<file path="src/logic/ecst_pkg.sv">
// Purpose: Shared constants and types of the ECC self-test engine.
// Assumes: 32-bit APB data, byte addresses, one aligned word per register.
// Notes: Register offsets below are the byte addresses used by the slave.

package ecst_pkg;

    // =========================================================
    // Sizes
    localparam int unsigned ECST_DW = 32;
    localparam int unsigned ECST_AW = 8;
    localparam int unsigned ECST_NIN = 9;
    localparam int unsigned ECST_NDB = 8;
    localparam int unsigned ECST_NDATA = 64;
    localparam int unsigned ECST_NCODE = 72;
    localparam int unsigned ECST_NSYN = 7;
    localparam int unsigned ECST_FLT_W = 2;
    localparam int unsigned ECST_IRQ_W = 3;

    // =========================================================
    // Register offsets and bank span
    localparam logic [7:0] ECST_OFF_CTRL = 8'h00;
    localparam logic [7:0] ECST_OFF_FAULT = 8'h04;
    localparam logic [7:0] ECST_OFF_FCLR = 8'h08;
    localparam logic [7:0] ECST_OFF_ISTAT = 8'h0c;
    localparam logic [7:0] ECST_OFF_IMASK = 8'h10;
    localparam logic [7:0] ECST_OFF_DIN = 8'h20;
    localparam logic [7:0] ECST_OFF_DOUT = 8'h60;
    localparam logic [7:0] ECST_BANK_SPAN = 8'h24;

    // =========================================================
    // Field positions
    localparam int unsigned ECST_CTRL_EN = 0;
    localparam int unsigned ECST_CTRL_SRC = 1;
    localparam int unsigned ECST_CTRL_FUNC = 2;
    localparam int unsigned ECST_CTRL_ETYPE = 3;
    localparam int unsigned ECST_FLT_SEC = 0;
    localparam int unsigned ECST_FLT_DED = 1;
    localparam int unsigned ECST_IRQ_DONE = 0;
    localparam int unsigned ECST_IRQ_SEC = 1;
    localparam int unsigned ECST_IRQ_DED = 2;

    // =========================================================
    // Fixed automatic-mode results
    localparam logic [7:0] ECST_PAD_BYTE = 8'h00;
    localparam logic [63:0] ECST_AUTO_SEC_DOUT = 64'h18c3_ff8a_68a9_8069;
    localparam logic [63:0] ECST_AUTO_DED_DOUT = 64'h0000_0000_0000_0000;
    localparam logic [71:0] ECST_AUTO_ENC_DOUT = 72'hcd_3968_c140_2ea5_ed6d;

    // =========================================================
    // Types
    typedef enum logic [0:0] {
        ECST_IDLE,
        ECST_RUN
    } ecst_state_e;

    typedef struct packed {
        logic psel;
        logic penable;
        logic pwrite;
        logic [ECST_AW-1:0] paddr;
        logic [ECST_DW-1:0] pwdata;
    } ecst_apb_req_s;

    typedef struct packed {
        logic pready;
        logic [ECST_DW-1:0] prdata;
        logic pslverr;
    } ecst_apb_rsp_s;

    typedef struct packed {
        logic sec;
        logic ded;
        logic [ECST_NDATA-1:0] data;
    } ecst_dec_s;

endpackage : ecst_pkg

</file>
<file path="src/logic/ecst_codec.sv">
// Purpose: Combinational (72,64) SECDED Hamming encoder and decoder.
// Assumes: Parity at position 0 and at powers of two, data elsewhere ascending.
// Notes: Position 0 holds the parity of bits 71 to 1, so the whole 72-bit block has even parity.

`timescale 1ns/1ns

module ecst_codec (
    // Encoder side
    input wire logic [ecst_pkg::ECST_NDATA-1:0] i_data,
    output logic [ecst_pkg::ECST_NCODE-1:0] o_code,
    // Decoder side
    input wire logic [ecst_pkg::ECST_NCODE-1:0] i_code,
    output ecst_pkg::ecst_dec_s o_dec
);
    import ecst_pkg::*;

    // =========================================================
    // Encoder
    function automatic logic [ECST_NCODE-1:0] ecst_encode(input logic [ECST_NDATA-1:0] d);
        logic [ECST_NCODE-1:0] c;
        int unsigned k;
        c = '0;
        k = 0;
        for (int unsigned p = 1; p < ECST_NCODE; p++) begin
            if ((p & (p - 1)) != 0) begin
                c[p] = d[k];
                k++;
            end
        end
        for (int unsigned b = 0; b < ECST_NSYN; b++) begin
            for (int unsigned p = 1; p < ECST_NCODE; p++) begin
                if (p[b] && ((p & (p - 1)) != 0)) begin
                    c[1 << b] = c[1 << b] ^ c[p];
                end
            end
        end
        c[0] = ^c[ECST_NCODE-1:1];
        return c;
    endfunction : ecst_encode

    // =========================================================
    // Decoder
    function automatic ecst_dec_s ecst_decode(input logic [ECST_NCODE-1:0] c);
        ecst_dec_s r;
        logic [ECST_NCODE-1:0] f;
        logic [ECST_NSYN-1:0] s;
        logic odd;
        int unsigned k;
        r = '0;
        f = c;
        s = '0;
        k = 0;
        for (int unsigned p = 1; p < ECST_NCODE; p++) begin
            if (c[p]) begin
                s = s ^ p[ECST_NSYN-1:0];
            end
        end
        odd = ^c;
        if (odd && (s < ECST_NCODE)) begin
            // A lone flipped bit, including the overall parity bit, is corrected.
            r.sec = 1'b1;
            f[s] = ~f[s];
        end else if (odd || (s != '0)) begin
            r.ded = 1'b1;
        end
        for (int unsigned p = 1; p < ECST_NCODE; p++) begin
            if ((p & (p - 1)) != 0) begin
                r.data[k] = f[p] & ~r.ded;
                k++;
            end
        end
        return r;
    endfunction : ecst_decode

    assign o_code = ecst_encode(i_data);
    assign o_dec = ecst_decode(i_code);

endmodule : ecst_codec

</file>
<file path="src/logic/ecst_engine.sv">
// Purpose: ECC self-test engine with an APB register file and one interrupt.
// Assumes: APB master keeps address and data stable through the access phase.
// Notes: Zero wait states; results are latched at the enabling write.
//
// The register addresses and the APB register port were decided locally.

`timescale 1ns/1ns

module ecst_engine (
    // Clock and reset
    input wire logic i_mclk,
    input wire logic i_rst,
    // APB slave
    input wire ecst_pkg::ecst_apb_req_s i_apb,
    output ecst_pkg::ecst_apb_rsp_s o_apb,
    // Interrupt
    output logic o_irq
);
    import ecst_pkg::*;

    // =========================================================
    // State
    typedef struct packed {
        ecst_state_e st;
        logic src;
        logic func;
        logic etype;
        logic [ECST_FLT_W-1:0] fault;
        logic [ECST_IRQ_W-1:0] ist;
        logic [ECST_IRQ_W-1:0] imask;
        logic [ECST_NIN-1:0][7:0] din;
        logic [ECST_NIN-1:0][7:0] dout;
        logic [ECST_DW-1:0] prdata;
    } ecst_regs_s;

    ecst_regs_s regs_ff;
    ecst_regs_s nxt_regs;

    // =========================================================
    // Address decoding
    function automatic logic in_bank(
        input logic [ECST_AW-1:0] a,
        input logic [ECST_AW-1:0] base
    );
        logic hit;
        hit = (a >= base) && (a < (base + ECST_BANK_SPAN));
        return hit && (a[1:0] == '0);
    endfunction : in_bank

    function automatic logic [ECST_AW-3:0] bank_idx(
        input logic [ECST_AW-1:0] a,
        input logic [ECST_AW-1:0] base
    );
        logic [ECST_AW-1:0] off;
        off = a - base;
        return off[ECST_AW-1:2];
    endfunction : bank_idx

    function automatic logic mapped(input logic [ECST_AW-1:0] a);
        logic hit;
        hit = (a == ECST_OFF_CTRL) || (a == ECST_OFF_FAULT);
        hit = hit || (a == ECST_OFF_FCLR) || (a == ECST_OFF_ISTAT);
        hit = hit || (a == ECST_OFF_IMASK);
        hit = hit || in_bank(a, ECST_OFF_DIN) || in_bank(a, ECST_OFF_DOUT);
        return hit;
    endfunction : mapped

    // Control read-back; enable reads as one only while a test is running.
    function automatic logic [ECST_DW-1:0] ctrl_word(input ecst_regs_s r);
        logic [ECST_DW-1:0] w;
        w = '0;
        w[ECST_CTRL_EN] = (r.st == ECST_RUN);
        w[ECST_CTRL_SRC] = r.src;
        w[ECST_CTRL_FUNC] = r.func;
        w[ECST_CTRL_ETYPE] = r.etype;
        return w;
    endfunction : ctrl_word

    // A bank byte sits in the low lane of its word; the upper lanes read zero.
    function automatic logic [ECST_DW-1:0] byte_word(input logic [7:0] b);
        logic [ECST_DW-1:0] w;
        w = '0;
        w[7:0] = b;
        return w;
    endfunction : byte_word

    function automatic logic [ECST_DW-1:0] rd_word(
        input ecst_regs_s r,
        input logic [ECST_AW-1:0] a
    );
        logic [ECST_DW-1:0] w;
        w = '0;
        if (a == ECST_OFF_CTRL) begin
            w = ctrl_word(r);
        end else if (a == ECST_OFF_FAULT) begin
            w[ECST_FLT_W-1:0] = r.fault;
        end else if (a == ECST_OFF_ISTAT) begin
            w[ECST_IRQ_W-1:0] = r.ist;
        end else if (a == ECST_OFF_IMASK) begin
            w[ECST_IRQ_W-1:0] = r.imask;
        end else if (in_bank(a, ECST_OFF_DIN)) begin
            w = byte_word(r.din[bank_idx(a, ECST_OFF_DIN)]);
        end else if (in_bank(a, ECST_OFF_DOUT)) begin
            w = byte_word(r.dout[bank_idx(a, ECST_OFF_DOUT)]);
        end
        return w;
    endfunction : rd_word

    // =========================================================
    // Bus qualifiers
    logic acc;
    logic wr_en;
    logic rd_setup;
    logic wr_ctrl;
    logic start;
    logic stop;
    logic [ECST_AW-1:0] addr;
    logic [ECST_DW-1:0] wdata;

    assign addr = i_apb.paddr;
    assign wdata = i_apb.pwdata;
    assign acc = i_apb.psel && i_apb.penable;
    assign wr_en = acc && i_apb.pwrite && mapped(addr);
    assign rd_setup = i_apb.psel && !i_apb.penable && !i_apb.pwrite;
    assign wr_ctrl = wr_en && (addr == ECST_OFF_CTRL);
    assign start = wr_ctrl && wdata[ECST_CTRL_EN];
    assign stop = wr_ctrl && !wdata[ECST_CTRL_EN];

    // Unmapped and misaligned words answer with an error and never write.
    logic bad_addr;

    assign bad_addr = acc && !mapped(addr);

    // =========================================================
    // Codec
    // The encoder sees only the eight data bytes; the ninth input byte is
    // read by the decoder alone.
    logic [ECST_NCODE-1:0] enc_code;
    ecst_dec_s dec_res;

    ecst_codec u_codec (
        .i_data(regs_ff.din[ECST_NDB-1:0]),
        .o_code(enc_code),
        .i_code(regs_ff.din),
        .o_dec(dec_res)
    );

    // =========================================================
    // Register write strobes
    // Writes to the output bank and to the fault status word are taken
    // and dropped, so software sees no error for them.
    logic wr_fclr;
    logic wr_istat;
    logic wr_imask;
    logic wr_din;
    logic [ECST_AW-3:0] din_idx;

    assign wr_fclr = wr_en && (addr == ECST_OFF_FCLR);
    assign wr_istat = wr_en && (addr == ECST_OFF_ISTAT);
    assign wr_imask = wr_en && (addr == ECST_OFF_IMASK);
    assign wr_din = wr_en && in_bank(addr, ECST_OFF_DIN);
    assign din_idx = bank_idx(addr, ECST_OFF_DIN);

    // =========================================================
    // Test configuration
    // The run uses the bits of the enabling word itself, not the stored ones.
    logic w_src;
    logic w_func;
    logic w_etype;

    assign w_src = wdata[ECST_CTRL_SRC];
    assign w_func = wdata[ECST_CTRL_FUNC];
    assign w_etype = wdata[ECST_CTRL_ETYPE];

    // =========================================================
    // Automatic results
    // The built-in patterns never look at the input bank, so a stale or
    // half-written bank cannot disturb an automatic run.
    logic [ECST_NIN-1:0][7:0] auto_res;
    logic [ECST_FLT_W-1:0] auto_flt;

    always_comb begin
        auto_res = '0;
        auto_flt = '0;
        if (w_func) begin
            auto_res = ECST_AUTO_ENC_DOUT;
        end else if (w_etype) begin
            auto_res = {ECST_PAD_BYTE, ECST_AUTO_DED_DOUT};
            auto_flt[ECST_FLT_DED] = 1'b1;
        end else begin
            auto_res = {ECST_PAD_BYTE, ECST_AUTO_SEC_DOUT};
            auto_flt[ECST_FLT_SEC] = 1'b1;
        end
    end

    // =========================================================
    // Manual results
    // The manual decoder reports the class it finds in the bank, whatever
    // the error-type select says; that bit only steers the built-in test.
    logic [ECST_NIN-1:0][7:0] man_res;
    logic [ECST_FLT_W-1:0] man_flt;

    always_comb begin
        man_res = '0;
        man_flt = '0;
        if (w_func) begin
            man_res = enc_code;
        end else begin
            man_res = {ECST_PAD_BYTE, dec_res.data};
            man_flt[ECST_FLT_SEC] = dec_res.sec;
            man_flt[ECST_FLT_DED] = dec_res.ded;
        end
    end

    // =========================================================
    // Source selection
    // Source select picks the built-in run or the software-loaded bank.
    logic [ECST_NIN-1:0][7:0] res;
    logic [ECST_FLT_W-1:0] res_flt;

    assign res = w_src ? man_res : auto_res;
    assign res_flt = w_src ? man_flt : auto_flt;

    // =========================================================
    // Sticky bits
    // Set wins over clear, so an event that lands on the clearing write is
    // still seen by software.
    function automatic logic [ECST_IRQ_W-1:0] sticky(
        input logic [ECST_IRQ_W-1:0] cur,
        input logic [ECST_IRQ_W-1:0] clr,
        input logic [ECST_IRQ_W-1:0] set
    );
        return (cur & ~clr) | set;
    endfunction : sticky

    // =========================================================
    // Test events
    // Each enabling write runs the configured test once; an encoder run
    // never reaches the error flags.
    logic [ECST_FLT_W-1:0] flt_set;
    logic [ECST_FLT_W-1:0] flt_clr;
    logic [ECST_IRQ_W-1:0] irq_set;
    logic [ECST_IRQ_W-1:0] irq_clr;

    assign flt_set = (start && !w_func) ? res_flt : '0;
    assign flt_clr = wr_fclr ? wdata[ECST_FLT_W-1:0] : '0;
    assign irq_clr = wr_istat ? wdata[ECST_IRQ_W-1:0] : '0;

    always_comb begin
        irq_set = '0;
        irq_set[ECST_IRQ_DONE] = start;
        irq_set[ECST_IRQ_SEC] = flt_set[ECST_FLT_SEC];
        irq_set[ECST_IRQ_DED] = flt_set[ECST_FLT_DED];
    end

    // =========================================================
    // Next-state logic
    always_comb begin
        nxt_regs = regs_ff;

        // Read data is captured in the setup phase for a zero-wait access.
        if (rd_setup) begin
            nxt_regs.prdata = rd_word(regs_ff, addr);
        end

        case (regs_ff.st)
            ECST_IDLE: begin
                if (start) begin
                    nxt_regs.st = ECST_RUN;
                end
            end
            ECST_RUN: begin
                if (stop) begin
                    nxt_regs.st = ECST_IDLE;
                end
            end
            default: begin
                nxt_regs.st = ECST_IDLE;
            end
        endcase

        if (wr_ctrl) begin
            nxt_regs.src = w_src;
            nxt_regs.func = w_func;
            nxt_regs.etype = w_etype;
        end

        // Outputs latch at the enabling write and hold through a later disable.
        if (start) begin
            nxt_regs.dout = res;
        end
        if (wr_imask) begin
            nxt_regs.imask = wdata[ECST_IRQ_W-1:0];
        end
        if (wr_din) begin
            nxt_regs.din[din_idx] = wdata[7:0];
        end

        // A detection in the same cycle as its clear wins.
        nxt_regs.fault = ECST_FLT_W'(sticky(ECST_IRQ_W'(regs_ff.fault), ECST_IRQ_W'(flt_clr),
            ECST_IRQ_W'(flt_set)));
        nxt_regs.ist = sticky(regs_ff.ist, irq_clr, irq_set);
    end

    // =========================================================
    // Registers
    always_ff @(posedge i_mclk) begin
        if (i_rst) begin
            regs_ff <= '0;
        end else begin
            regs_ff <= nxt_regs;
        end
    end

    // =========================================================
    // Outputs
    always_comb begin
        o_apb = '0;
        o_apb.pready = acc;
        o_apb.prdata = regs_ff.prdata;
        o_apb.pslverr = bad_addr;
    end

    // =========================================================
    // Interrupt
    // A level output: it stays high until every unmasked status bit is cleared.
    logic [ECST_IRQ_W-1:0] irq_pend;

    assign irq_pend = regs_ff.ist & regs_ff.imask;
    assign o_irq = |irq_pend;

endmodule : ecst_engine

</file>
<file path="config.mk">
export PLATFORM = sky130hd
export DESIGN_NAME = ecst_engine
export DESIGN_NICKNAME = d
export VERILOG_FILES = /design/src/logic/ecst_pkg.sv /design/src/logic/ecst_codec.sv /design/src/logic/ecst_engine.sv
export SDC_FILE = /design/constraint.sdc
export NUM_CORES = 1
export LEC_CHECK = 0
export ABC_AREA = 0
export ABC_CLOCK_PERIOD_IN_PS = 4510
export BUFFER_PORTS_ARGS = -buffer_cell sky130_fd_sc_hd__clkbuf_2
export CAP_MARGIN = 20
export CELL_PAD_IN_SITES_DETAIL_PLACEMENT = 0
export CELL_PAD_IN_SITES_GLOBAL_PLACEMENT = 1
export CORE_ASPECT_RATIO = 1.75
export CORE_MARGIN = 2
export CORE_UTILIZATION = 30
export CTS_BUF_LIST = sky130_fd_sc_hd__clkbuf_8
export CTS_CLUSTER_DIAMETER = 30
export CTS_CLUSTER_SIZE = 12
export DETAILED_ROUTE_END_ITERATION = 6
export PLACE_DENSITY_LB_ADDON = 0.15
export SLEW_MARGIN = 20
export SYNTH_ARGS = -nofsm -noshare
export SYNTH_HDL_FRONTEND = slang
export SYNTH_HIERARCHICAL = 1
export SYNTH_SLANG_ARGS = --single-unit
</file>
<file path="constraint.sdc">
create_clock -name i_mclk -period 4.51 [get_ports i_mclk]
set_clock_uncertainty 0.1 [all_clocks]
set_input_delay 0.902 -clock i_mclk [delete_from_list [all_inputs] [get_ports i_mclk]]
set_output_delay 0.902 -clock i_mclk [all_outputs]
set_load 0.02 [all_outputs]
</file>
==> insert_results.sql <==
INSERT INTO impl_metrics (metric_group, metric, value, unit) VALUES
('status', 'run_status', 'finished clean', ''),
('grt', 'antenna_found_initial', '4', ''),
('critical_path', 'rrSetupSlack', '0.12', 'ns'),
('cts', 'cts-root-to-sink-buffers', '2', ''),
('critical_path', 'worstSetupPathType', 'register to register', ''),
('sta', 'setup_total_negative_slack', '0', 'ns'),
('power', 'vdd_drop_max', '0.167', 'mV'),
('sta', 'timing.final.ws_setup', '0.124', 'ns'),
('synthesis', 'synthesis.yosys.warnings', '6', ''),
('synthesis', 'synth_most_common_cell', 'sky130_fd_sc_hd__xnor2_1', ''),
('routing', 'avgRoutedWirePerCell', '26.7', 'microns'),
('floorplan', 'die_h', '287', 'microns'),
('synthesis', 'syn-mean-instance-area', '8.48', 'sq um'),
('finish', 'layout.core_utilization', '34.1', '%'),
('sta', 'max-slew-margin-rel', '31.8', '%'),
('floorplan', 'core_region_area', '45200', 'sq um'),
('routing', 'drt_iter0_markers', '1094', ''),
('critical_path', 'timing.rr.start', 'regs_ff[119]', ''),
('floorplan', 'fp.dieW', '166', 'microns'),
('synthesis', 'synth_cells', '1622', ''),
('cts', 'cts-hold-fix-buffers', '0', ''),
('placed_design', 'postPlaceCellArea', '14900', 'sq um'),
('synthesis', 'synth_enable_flop_cells', '0', ''),
('min_path', 'worstHoldPathCells', '2', ''),
('grt', 'first_global_vias', '12094', ''),
('cts', 'worstSkewPairLatency', '0.51', 'ns'),
('finish', 'final_cell_area', '15400', 'sq um'),
('synthesis', 'netlist.top_cell.by_area', 'sky130_fd_sc_hd__dfxtp_1', ''),
('min_path', 'source_of_the_worst_hold_timing_path', 'regs_ff[33]', ''),
('floorplan', 'placementRows', '103', ''),
('placed_design', 'dpl_worst_slack', '-0.0277', 'ns'),
('sta', 'worst_slew_pin_slew', '1.02', 'ns'),
('sta', 'max_freq', '228', 'MHz'),
('sta', 'slew_violations', '0', ''),
('synthesis', 'ys_ff_latch', '164', ''),
('critical_path', 'worst_ep_required_time', '4.83', 'ns'),
('grt', 'grt_start_max_net_pins', '88', ''),
('cts', 'htree_num_levels', '4', ''),
('sta', 'finalWorstPathRequiredPeriod', '4.39', 'ns'),
('critical_path', 'worst_ep_arrival_time', '4.70', 'ns'),
('routing', 'ant_nets', '0', ''),
('routing', 'drc_violation_count_after_routing', '0', ''),
('placed_design', 'placement.io_buffers', '31', ''),
('min_path', 'timing.hold.worst_endpoint', 'regs_ff[33]', ''),
('power', 'cellLeakagePower', '5.67', 'nW'),
('critical_path', 'rr_worst_depth', '17', ''),
('critical_path', 'timing.critical_path.to_type', 'register', ''),
('job', 'maxCapViolations', '0', ''),
('sta', 'final_min_period_over_clock_period', '97.2', '%'),
('sta', 'setup_viol', '0', ''),
('routing', 'number_of_optimization_iterations_in_the_first_detailed_route_pass', '5', ''),
('synthesis', 'dominantRegCellSynth', 'sky130_fd_sc_hd__dfxtp_1', ''),
('floorplan', 'initial_core_util', '30.4', '%'),
('critical_path', 'r2r-end', 'regs_ff[65]', ''),
('synthesis', 'synth-seq-area-share', '23.9', '%'),
('cts', 'clock_root_buffer_master', 'sky130_fd_sc_hd__clkbuf_8', ''),
('grt', 'grt-ovfl-total', '0', ''),
('floorplan', 'floorplan.die_area', '47600', 'sq um'),
('grt', 'grt_first_pass_wirelength', '87000', 'microns'),
('finish', 'count_of_nets_after_finishing', '1715', ''),
('synthesis', 'synth.distinct_cells', '80', ''),
('finish', 'final_layout_size_suffix_gt1_share', '23.0', '%'),
('finish', 'area_growth', '12.1', '%'),
('placed_design', 'post-dp-hpwl', '44500', 'microns'),
('synthesis', 'ys_async_sr_fraction', '0', '%'),
('sta', 'report.final.hold_viol_count', '0', ''),
('critical_path', 'critical_path.max_fanout', '39', ''),
('cts', 'cts_num_sinks', '164', ''),
('min_path', 'worst_hold_path_type', 'register to register', ''),
('floorplan', 'pin_count', '80', ''),
('routing', 'detail_route.vias_per_cell', '5.42', '');
-- metal layers --
metal,wire (microns),global-route usage (%),vias to the layer above
met5,10,0,-
met4,4110,15.1,2
met3,2370,3.19,127
met2,31200,46.3,412
met1,22700,27.2,5990
li1,-,-,5710
-- worst max-delay path by stage --
stage / start / end / slack, ns
5_1_grt: regs_ff[157] / regs_ff[72] / -0.08
3_3_place_gp: regs_ff[165] / regs_ff[41] / -0.008
2_1_floorplan: regs_ff[165] / regs_ff[81] / 0.38
4_1_cts: regs_ff[165] / regs_ff[81] / 0.002
6_report: regs_ff[119] / regs_ff[65] / 0.12
3_5_place_dp: regs_ff[165] / regs_ff[41] / -0.03
-- flip-flops by register name, summed over array words and instances, names as in the netlist, named ones only --
name	cells
o_apb	8
regs_ff	155
-- cell families after synthesis --
| logic type | Yosys count | share of synthesized area, % |
|---|---|---|
| other | 1 | 0.0273 |
| muxes | 180 | 15.3 |
| adders and majority gates | 3 | 0.273 |
| buffers and inverters | 224 | 9.76 |
| AOI/OAI and AO/OA | 349 | 17.5 |
| xor gates and xnor gates | 267 | 18.2 |
| DFF | 164 | 23.9 |
| and+or+nand+nor | 434 | 15.0 |
-- worst max-delay path, cell delays in order (launching register included) --
cell and delay [ns]:
sky130_fd_sc_hd__dfxtp_1 0.49, sky130_fd_sc_hd__xnor2_1 0.14, sky130_fd_sc_hd__xnor2_1 0.38, sky130_fd_sc_hd__xnor2_2 0.18, sky130_fd_sc_hd__buf_4 0.17, sky130_fd_sc_hd__xnor2_2 0.27
sky130_fd_sc_hd__nor3_1 0.08, sky130_fd_sc_hd__buf_4 0.17, sky130_fd_sc_hd__or2_4 0.29, sky130_fd_sc_hd__a221o_1 0.37, sky130_fd_sc_hd__a211oi_2 0.25, sky130_fd_sc_hd__o31ai_1 0.12
sky130_fd_sc_hd__o32a_2 0.39, sky130_fd_sc_hd__buf_12 0.19, sky130_fd_sc_hd__a31oi_2 0.21, sky130_fd_sc_hd__mux2_4 0.19, sky130_fd_sc_hd__nand2_1 0.05, sky130_fd_sc_hd__a211oi_1 0.23
-- final cells by class --
class                   count  area (sq um)
flip-flops and latches    164          3290
multi-input cells        1257          9350
diodes                      3          7.51
well taps                 577           722
fillers                  4745         29800
repair buffers            213          1610
clock inverters            15           165
clock buffers              17           234
inverters                  14          52.6
-- power by group --
| group | switching, mW | internal, mW | leakage, nW |
|---|---|---|---|
| sequential | 0.000573 | 1.45 | 1.32 |
| clock | 0.689 | 0.461 | 0.190 |
| combinational | 0.196 | 0.0691 | 4.16 |
| total | 0.886 | 1.98 | 5.67 |
-- placed cells by master, fill, tap and decap left out, types with 5 or more instances in the layout --
cell / instances
sky130_fd_sc_hd__o21ai_1: 6
sky130_fd_sc_hd__nand2_1: 149
sky130_fd_sc_hd__buf_4: 178
sky130_fd_sc_hd__nor2b_1: 9
sky130_fd_sc_hd__a22oi_1: 46
sky130_fd_sc_hd__nor3_1: 13
sky130_fd_sc_hd__a211oi_1: 31
sky130_fd_sc_hd__o21ai_0: 70
sky130_fd_sc_hd__o21a_1: 5
sky130_fd_sc_hd__and2_1: 5
sky130_fd_sc_hd__a31oi_1: 16
sky130_fd_sc_hd__a21o_1: 16
sky130_fd_sc_hd__a21oi_1: 65
sky130_fd_sc_hd__a221oi_1: 14
sky130_fd_sc_hd__buf_12: 6
sky130_fd_sc_hd__mux2_2: 43
sky130_fd_sc_hd__conb_1: 24
sky130_fd_sc_hd__a221o_1: 6
sky130_fd_sc_hd__a21boi_0: 6
sky130_fd_sc_hd__dfxtp_1: 161
sky130_fd_sc_hd__clkbuf_2: 28
sky130_fd_sc_hd__mux4_2: 20
sky130_fd_sc_hd__mux2i_1: 116
sky130_fd_sc_hd__nor2_1: 143
sky130_fd_sc_hd__nand4_1: 7
sky130_fd_sc_hd__nand3_1: 63
sky130_fd_sc_hd__xnor2_2: 9
sky130_fd_sc_hd__o211ai_1: 6
sky130_fd_sc_hd__xnor2_1: 204
sky130_fd_sc_hd__o22ai_1: 7
sky130_fd_sc_hd__xor2_1: 43
sky130_fd_sc_hd__a31oi_2: 18
sky130_fd_sc_hd__clkbuf_8: 17
sky130_fd_sc_hd__inv_1: 14
sky130_fd_sc_hd__a32o_1: 7
-- per-stage QoR --
stage	std cells	power (mW)
after floorplan	1645	1.67
after global placement	2223	1.75
after detailed placement	2223	1.75
after CTS	2255	2.91
after global routing	2258	2.96
final	2260	2.86
-- what timing repair did --
| item | in CTS | in global routing |
|---|---|---|
| pin swaps | 0 | 2 |
| setup endpoints to repair | 17 | 59 |
| buffers inserted | 0 | 2 |
| resized for setup | 5 | 25 |
Power figures use the tool's default switching activity.
